File: config.mk
export PLATFORM = sky130hd
export DESIGN_NAME = gp_timer_freerun_soft_reset_control
export DESIGN_NICKNAME = d
export VERILOG_FILES = /design/src/shared/misc_regs_pkg.sv /design/src/logic/phy_reset_hold.sv /design/src/logic/gp_timer_freerun_soft_reset_control.sv
export SDC_FILE = /design/constraint.sdc
export NUM_CORES = 1
export LEC_CHECK = 0
export ABC_AREA = 0
export BUFFER_PORTS_ARGS = -buffer_cell sky130_fd_sc_hd__buf_2
export CAP_MARGIN = 40
export CORE_UTILIZATION = 23
export DETAILED_ROUTE_END_ITERATION = 8
export PLACE_DENSITY = 0.45
export SKIP_CTS_REPAIR_TIMING = 1
export SYNTH_ARGS = -nofsm -noshare
export SYNTH_HDL_FRONTEND = slang
export SYNTH_HIERARCHICAL = 1
export SYNTH_SLANG_ARGS = --single-unit
File: constraint.sdc
create_clock -name clk_i -period 2.7 [get_ports clk_i]
set_clock_uncertainty 0.05 [all_clocks]
set_input_delay 0.135 -clock clk_i [delete_from_list [all_inputs] [get_ports clk_i]]
set_output_delay 0.135 -clock clk_i [all_outputs]
set_load 0.01 [all_outputs]
File: src/shared/misc_regs_pkg.sv
// Package for the timer, free-running counter and soft reset block.
// Assumes a register port with byte address, write strobe and data.
package misc_regs_pkg;

  // ****************************************************************
  // Register offsets (byte addresses)
  // ****************************************************************
  localparam logic [11:0] TIMER_CONFIG_OFS       = 12'h08C;
  localparam logic [11:0] TIMER_COUNT_VALUE_OFS  = 12'h090;
  localparam logic [11:0] TICK_COUNTER_25MHZ_OFS = 12'h09C;
  localparam logic [11:0] SOFT_RESET_CONTROL_OFS = 12'h1F8;

  // ****************************************************************
  // Field positions and reset values
  // ****************************************************************
  localparam int          TIMER_EN_BIT        = 29;
  localparam int          VIRTUAL_PHY_RST_BIT = 3;
  localparam int          PORT2_PHY_RST_BIT   = 2;
  localparam int          PORT1_PHY_RST_BIT   = 1;
  localparam logic [15:0] PRELOAD_RESET       = 16'hFFFF;
  localparam logic [15:0] COUNT_RESET         = 16'hFFFF;
  localparam logic [31:0] TICK_RESET          = 32'h00000000;

  // ****************************************************************
  // Timing
  // ****************************************************************
  localparam int CLK_MHZ          = 125;
  localparam int TICK_MHZ         = 25;
  // Clock cycles per 25 MHz tick
  localparam int TICK_DIV         = CLK_MHZ / TICK_MHZ;
  // Least PHY reset hold time in microseconds
  localparam int PHY_HOLD_US      = 102;
  // Least hold in cycles, rounded up
  localparam int PHY_HOLD_CYCLES  = PHY_HOLD_US * CLK_MHZ;
  // Longest time for the tick counter to clear after reset
  localparam int TICK_CLEAR_NS    = 160;
  // Virtual PHY reset pulse length in cycles
  localparam int VPHY_HOLD_CYCLES = 4;

  // ****************************************************************
  // Register access carrier
  // ****************************************************************
  typedef struct packed {
    logic        rd;
    logic        wr;
    logic        from_loader;
    logic [11:0] addr;
    logic [3:0]  be;
    logic [31:0] wdata;
  } reg_req_type;

endpackage

File: src/logic/phy_reset_hold.sv
// Self-clearing reset hold for one PHY: a request starts a timed reset.
// Assumes requests come from logic on the same clock.
`timescale 1ns/1ps
`default_nettype none
module phy_reset_hold #(
  parameter int HOLD_CYCLES = 12750
) (
  // Clock and reset
  input  wire logic clk_i,
  input  wire logic arst_n_i,
  // Control
  input  wire logic start_i,
  output logic      busy_o
);

  localparam int CW = $clog2(HOLD_CYCLES + 1);

  logic [CW-1:0] count_ff;
  logic          busy_ff;

  // Hold busy for HOLD_CYCLES cycles, then drop it; start ignored while busy
  always_ff @(posedge clk_i or negedge arst_n_i) begin
    if (!arst_n_i) begin
      busy_ff  <= 1'b0;
      count_ff <= '0;
    end else if (!busy_ff) begin
      if (start_i) begin
        busy_ff  <= 1'b1;
        count_ff <= CW'(HOLD_CYCLES - 1);
      end
    end else if (count_ff == '0) begin
      busy_ff <= 1'b0;
    end else begin
      count_ff <= count_ff - 1'b1;
    end
  end

  assign busy_o = busy_ff;

endmodule
`default_nettype wire

File: src/logic/gp_timer_freerun_soft_reset_control.sv
// Timer, free-running tick counter and PHY soft reset registers.
// Assumes a single-cycle register port on clk_i; reads answer next cycle.
`timescale 1ns/1ps
`default_nettype none
module gp_timer_freerun_soft_reset_control #(
  parameter int PHY_HOLD = misc_regs_pkg::PHY_HOLD_CYCLES
) (
  // Clock and reset
  input  wire logic                       clk_i,
  input  wire logic                       arst_n_i,
  // Register port
  input  wire misc_regs_pkg::reg_req_type req_i,
  output logic [31:0]                     rdata_o,
  output logic                            rvalid_o,
  // Timer event
  output logic                            timer_irq_o,
  // PHY resets
  output logic                            virtual_phy_reset_o,
  output logic                            port2_phy_reset_o,
  output logic                            port1_phy_reset_o
);

  // ****************************************************************
  // Decode
  // ****************************************************************
  logic wr_cfg;
  logic wr_rst;
  logic host_rst_wr;

  assign wr_cfg = req_i.wr && req_i.addr == misc_regs_pkg::TIMER_CONFIG_OFS;
  assign wr_rst = req_i.wr &&
                  req_i.addr == misc_regs_pkg::SOFT_RESET_CONTROL_OFS;
  assign host_rst_wr = wr_rst && !req_i.from_loader && req_i.be[0];

  // ****************************************************************
  // General timer
  // ****************************************************************
  logic        timer_en_ff;
  logic [15:0] timer_preload_ff;
  logic [15:0] timer_current_count_ff;
  logic        timer_irq_ff;
  logic        nxt_en;
  logic [15:0] nxt_preload;

  // Enable value after this cycle's write
  assign nxt_en = (wr_cfg && req_i.be[3]) ?
                  req_i.wdata[misc_regs_pkg::TIMER_EN_BIT] : timer_en_ff;

  // Preload as this cycle's write leaves it. A single write that sets the
  // enable and a new preload together must start from the new value, not
  // from whatever the preload held before the write.
  always_comb begin
    nxt_preload = timer_preload_ff;
    if (wr_cfg && req_i.be[0]) begin
      nxt_preload[7:0] = req_i.wdata[7:0];
    end
    if (wr_cfg && req_i.be[1]) begin
      nxt_preload[15:8] = req_i.wdata[15:8];
    end
  end

  // Enable bit
  always_ff @(posedge clk_i or negedge arst_n_i) begin
    if (!arst_n_i) begin
      timer_en_ff <= 1'b0;
    end else begin
      timer_en_ff <= nxt_en;
    end
  end

  // Preload field; falling enable presets it
  always_ff @(posedge clk_i or negedge arst_n_i) begin
    if (!arst_n_i) begin
      timer_preload_ff <= misc_regs_pkg::PRELOAD_RESET;
    end else if (timer_en_ff && !nxt_en) begin
      timer_preload_ff <= misc_regs_pkg::PRELOAD_RESET;
    end else if (wr_cfg) begin
      if (req_i.be[0]) begin
        timer_preload_ff[7:0] <= req_i.wdata[7:0];
      end
      if (req_i.be[1]) begin
        timer_preload_ff[15:8] <= req_i.wdata[15:8];
      end
    end
  end

  // Count: load on enable, decrement while running, reload on underflow
  always_ff @(posedge clk_i or negedge arst_n_i) begin
    if (!arst_n_i) begin
      timer_current_count_ff <= misc_regs_pkg::COUNT_RESET;
    end else if (!timer_en_ff && nxt_en) begin
      timer_current_count_ff <= nxt_preload;
    end else if (timer_en_ff) begin
      if (timer_current_count_ff == 16'h0000) begin
        timer_current_count_ff <= timer_preload_ff;
      end else begin
        timer_current_count_ff <= timer_current_count_ff - 16'h0001;
      end
    end
  end

  // One-cycle event on each underflow
  always_ff @(posedge clk_i or negedge arst_n_i) begin
    if (!arst_n_i) begin
      timer_irq_ff <= 1'b0;
    end else begin
      timer_irq_ff <= timer_en_ff &&
                      timer_current_count_ff == 16'h0000;
    end
  end

  assign timer_irq_o = timer_irq_ff;

  // ****************************************************************
  // Free-running tick counter
  // ****************************************************************
  localparam int DW = $clog2(misc_regs_pkg::TICK_DIV);

  logic [DW-1:0] div_ff;
  logic [31:0]   free_running_count_ff;

  // Divide 125 MHz down to a 25 MHz tick
  always_ff @(posedge clk_i or negedge arst_n_i) begin
    if (!arst_n_i) begin
      div_ff <= '0;
    end else if (div_ff == DW'(misc_regs_pkg::TICK_DIV - 1)) begin
      div_ff <= '0;
    end else begin
      div_ff <= div_ff + 1'b1;
    end
  end

  // Clears at once on reset, well within the allowed delay
  always_ff @(posedge clk_i or negedge arst_n_i) begin
    if (!arst_n_i) begin
      free_running_count_ff <= misc_regs_pkg::TICK_RESET;
    end else if (div_ff == DW'(misc_regs_pkg::TICK_DIV - 1)) begin
      free_running_count_ff <= free_running_count_ff + 32'h00000001;
    end
  end

  // ****************************************************************
  // PHY soft resets
  // ****************************************************************
  logic vphy_busy;
  logic p2_busy;
  logic p1_busy;

  // Writes only start a reset when idle; the hold blocks ignore busy starts.
  // Each output is the reset level itself, so a read of the control bit
  // shows exactly whether that PHY is still held.
  phy_reset_hold #(
    .HOLD_CYCLES (misc_regs_pkg::VPHY_HOLD_CYCLES)
  ) u_vphy (
    .clk_i    (clk_i),
    .arst_n_i (arst_n_i),
    .start_i  (host_rst_wr &&
               req_i.wdata[misc_regs_pkg::VIRTUAL_PHY_RST_BIT]),
    .busy_o   (vphy_busy)
  );

  phy_reset_hold #(
    .HOLD_CYCLES (PHY_HOLD)
  ) u_port2 (
    .clk_i    (clk_i),
    .arst_n_i (arst_n_i),
    .start_i  (host_rst_wr &&
               req_i.wdata[misc_regs_pkg::PORT2_PHY_RST_BIT]),
    .busy_o   (p2_busy)
  );

  phy_reset_hold #(
    .HOLD_CYCLES (PHY_HOLD)
  ) u_port1 (
    .clk_i    (clk_i),
    .arst_n_i (arst_n_i),
    .start_i  (host_rst_wr &&
               req_i.wdata[misc_regs_pkg::PORT1_PHY_RST_BIT]),
    .busy_o   (p1_busy)
  );

  assign virtual_phy_reset_o = vphy_busy;
  assign port2_phy_reset_o   = p2_busy;
  assign port1_phy_reset_o   = p1_busy;

  // ****************************************************************
  // Read path
  // ****************************************************************
  logic [31:0] nxt_rdata;
  logic [31:0] rdata_ff;
  logic        rvalid_ff;

  // Full word returned; a host may use either half alone, no side effects.
  // Reads never change state, so polling during a PHY reset is harmless.
  always_comb begin
    nxt_rdata = 32'h00000000;
    case (req_i.addr)
      misc_regs_pkg::TIMER_CONFIG_OFS: begin
        nxt_rdata[misc_regs_pkg::TIMER_EN_BIT] = timer_en_ff;
        nxt_rdata[15:0] = timer_preload_ff;
      end
      misc_regs_pkg::TIMER_COUNT_VALUE_OFS: begin
        nxt_rdata[15:0] = timer_current_count_ff;
      end
      misc_regs_pkg::TICK_COUNTER_25MHZ_OFS: begin
        nxt_rdata = free_running_count_ff;
      end
      misc_regs_pkg::SOFT_RESET_CONTROL_OFS: begin
        nxt_rdata[misc_regs_pkg::VIRTUAL_PHY_RST_BIT] = vphy_busy;
        nxt_rdata[misc_regs_pkg::PORT2_PHY_RST_BIT]   = p2_busy;
        nxt_rdata[misc_regs_pkg::PORT1_PHY_RST_BIT]   = p1_busy;
      end
      default: begin
        nxt_rdata = 32'h00000000;
      end
    endcase
  end

  // Registered read data, one cycle after the request
  always_ff @(posedge clk_i or negedge arst_n_i) begin
    if (!arst_n_i) begin
      rdata_ff  <= 32'h00000000;
      rvalid_ff <= 1'b0;
    end else begin
      rvalid_ff <= req_i.rd;
      if (req_i.rd) begin
        rdata_ff <= nxt_rdata;
      end
    end
  end

  assign rdata_o  = rdata_ff;
  assign rvalid_o = rvalid_ff;

endmodule
`default_nettype wire

==> flow_metrics.tcl <==
set metrics [dict create \
    cts_buffers 17 \
    final_util_pct 29.1 \
    grt_max_degree 78 \
    dpl_cell_area_um2 7940 \
    ys.flop_type "dfrtp_1" \
    dr.pass1.iters 5 \
    critPathMaxFanout 8 \
    vias 5753 \
    synth_area_leaders "dfrtp_1, dfstp_2, xnor2_1" \
    netlist_area_um2 7030 \
    vias_per_cell 4.70 \
    max_freq_mhz 436 \
    p_per_area_nw_per_um2 529 \
    worstPathRequired_ns 2.96 \
    overflow 0 \
    crit_buf_inv 1 \
    synth_cell_types 63 \
    r2r_cells 6 \
    synth_nets 782 \
    hold_start "req_i[35]" \
    setup_tns_ns 0 \
    drive_above_1_share_pct 22.0 \
    clk_pin_slew_ns 0.06 \
    grt_pass1_wl_um 31500 \
    synth_edf_count 0 \
    clock_path_buffers 2 \
    hold_viol_final 0 \
    syn_avg_cell_area_um2 9.77 \
    grt_usage_pct 12.9 \
    clk_latency_ns 0.42 \
    n_antenna_cell 0 \
    fill_cells 3133 \
    leakage_nw 3.62 \
    rsz0062_at_grt "false" \
    hold_path.class "in -> reg" \
    crit_path_max_incr_delay_ns 0.59 \
    cts_root_buffer "clkbuf_16" \
    dp_cells 1174 \
    power.total_w 0.00460 \
    fin_crit_ns 2.29 \
    cp_top_family "simple AND/OR/NAND/NOR gates" \
    port_buffers 73 \
    worstHoldEndpoint "timer_en_ff$_DFF_PN0_" \
    drt_iter0_drc 342 \
    slew_headroom_pct 50.3 \
    cts_tree "done" \
    ys_warn_count 6 \
    synth_top_area_share_pct 37.0 \
    cpMaxStageDelayCell "or4b_1" \
    max_cap_violations 0 \
    worst_pin_slew_ns 0.746 \
    stdcell_count 1223 \
    detail_route.wl_per_cell_um 15.7 \
    layout_commonest_cell "dfrtp_1" \
    dp.final_hpwl_um 13800 \
    io_pins 90 \
    die_h_um 177 \
    die_w_um 177 \
    cp_data_arrival_time_ns 2.55 \
    cts.sinks 136 \
    initial_utilization_pct 23.5 \
    synth_cells 720 \
    ir_drop_uv 380 \
    gp_congestion 0.839 \
    nets 882 \
    cp-start-kind "register" \
    async_reset_ff_share_pct 100 \
    grt_pass1_vias 5656 \
    area_delta_synth_final_pct 23.7 \
    final_cell_mix "dfrtp_1, buf_2, nand2_1, inv_1, nor2_1" \
    die-area_um2 31300 \
    path_class "reg -> reg" \
    whs_path_depth 4 \
    num_rows 63 \
    antenna_found_initial 0 \
    stdcell_area_um2 8700 \
    ant_nets 0 \
    r2r_end "u_port1/count_ff[0]$_DFFE_PN0P_" \
    outcome "finished clean" \
    setup_viol 0 \
    htreeDepth 4 \
    slew_viol_final 0 \
    cp_cell_sequence "inv_1, ha_1, or4b_1, o41ai_4, nand2_1, mux2_2" \
    endpoint_kind "register" \
    drcViolationCount 0 \
    yosys_register_bits 136 \
    yosysSeqAreaShare_pct 49.0 \
    post-route-period-util_pct 84.9 \
    wirelength_um 19200 \
    timing.rr.start "u_port1/count_ff[0]$_DFFE_PN0P_" \
    yosysTopAreaCell "dfrtp_1" \
    rrSetupSlack_ns 0.41 \
    core_um2 29900 \
]
[how the worst max path moves through the flow]
stage	endpoint	slack [ns]	depth (start not counted)	startpoint
6_report	u_port1/count_ff[0]$_DFFE_PN0P_	0.41	6	u_port1/count_ff[0]$_DFFE_PN0P_
5_1_grt	u_port2/count_ff[12]$_DFFE_PN0P_	0.18	6	u_port2/count_ff[0]$_DFFE_PN0P_
4_1_cts	u_port1/count_ff[0]$_DFFE_PN0P_	0.39	6	u_port1/count_ff[0]$_DFFE_PN0P_
3_5_place_dp	u_port2/count_ff[4]$_DFFE_PN0P_	0.35	7	req_i[45]
3_3_place_gp	timer_preload_ff[12]$_DFFE_PN1P_	0.40	7	req_i[37]
2_1_floorplan	u_port1/count_ff[13]$_DFFE_PN0P_	0.59	4	u_port1/busy_o$_DFF_PN0_
[through the flow]
step                      worst slack, ns  hold slack, ns
after floorplan                     0.586          -0.211
after global placement              0.398           0.183
after detailed placement            0.351           0.182
after CTS                           0.391          -0.273
after global routing                0.181          0.0271
final                               0.409          0.0167
[synthesized netlist by cell type (6+ instances only)]
cell	count
o32ai_1	8
buf_2	10
o22ai_1	17
inv_1	48
o21ai_0	38
a222oi_1	6
nor4_1	10
xor2_1	12
nor3_1	23
nor2_1	46
dfstp_2	32
o31ai_1	9
clkbuf_1	20
xnor2_1	30
nand4_1	17
nand2b_1	8
and3_1	7
dfrtp_1	104
and2_1	9
mux2i_1	14
or3_1	12
ha_1	9
a22o_1	12
a21oi_1	22
nand2_1	69
or4_1	8
nand3_1	41
a221oi_1	14
[report_power, final]
part           switching, W  internal [W]  total [W]
registers         0.0000289       0.00207    0.00210
logic              0.000104     0.0000697   0.000174
clock network       0.00102       0.00131    0.00233
[registers in the layout, indices dropped and copies added, names as in the netlist]
register                cells
u_port1/count_ff           14
rdata_o                    32
rvalid_o                    1
u_port2/busy_o              1
u_vphy/count_ff             3
free_running_count_ff      32
u_vphy/busy_o               1
timer_current_count_ff     16
timer_en_ff                 1
u_port1/busy_o              1
div_ff                      3
timer_irq_o                 1
timer_preload_ff           16
u_port2/count_ff           14
[layer usage]
layer	share of wire [%]	up-vias	track usage (%)
met5	0	-	0
met4	0.91	0	3.02
met3	3.8	16	3.01
met2	45	116	19.6
met1	50	2789	18.4
li1	-	2832	-
[final cells by class]
type                    count  area [um2]  share of cell area [%]
multi-input cells         502        3260                    37.5
flip-flops and latches    136        3440                    39.6
clock inverters            15         160                    1.84
repair buffers            115         742                    8.53
clock buffers              17         425                    4.89
inverters                  48         180                    2.07
well taps                 390         488                    5.61
[tightest hold or removal path, stage by stage]
cell     delay [ns]
buf_2          0.12
nand3_1        0.09
nand2_1        0.05
nand2_1        0.05
[cells by family (layout without fill, tap and decap cells)]
logic type / after synthesis / count (layout) / share of synthesized area, %
buffers and inverters: 82 / 195 / 4.77
muxes: 17 / 17 / 2.47
adders and majority gates: 9 / 9 / 1.60
and+or+nand+nor: 285 / 285 / 21.9
DFF: 136 / 136 / 49.0
xor gates and xnor gates: 42 / 42 / 5.23
AOI/OAI and AO/OA: 149 / 149 / 15.1
Power figures use the tool's default switching activity.
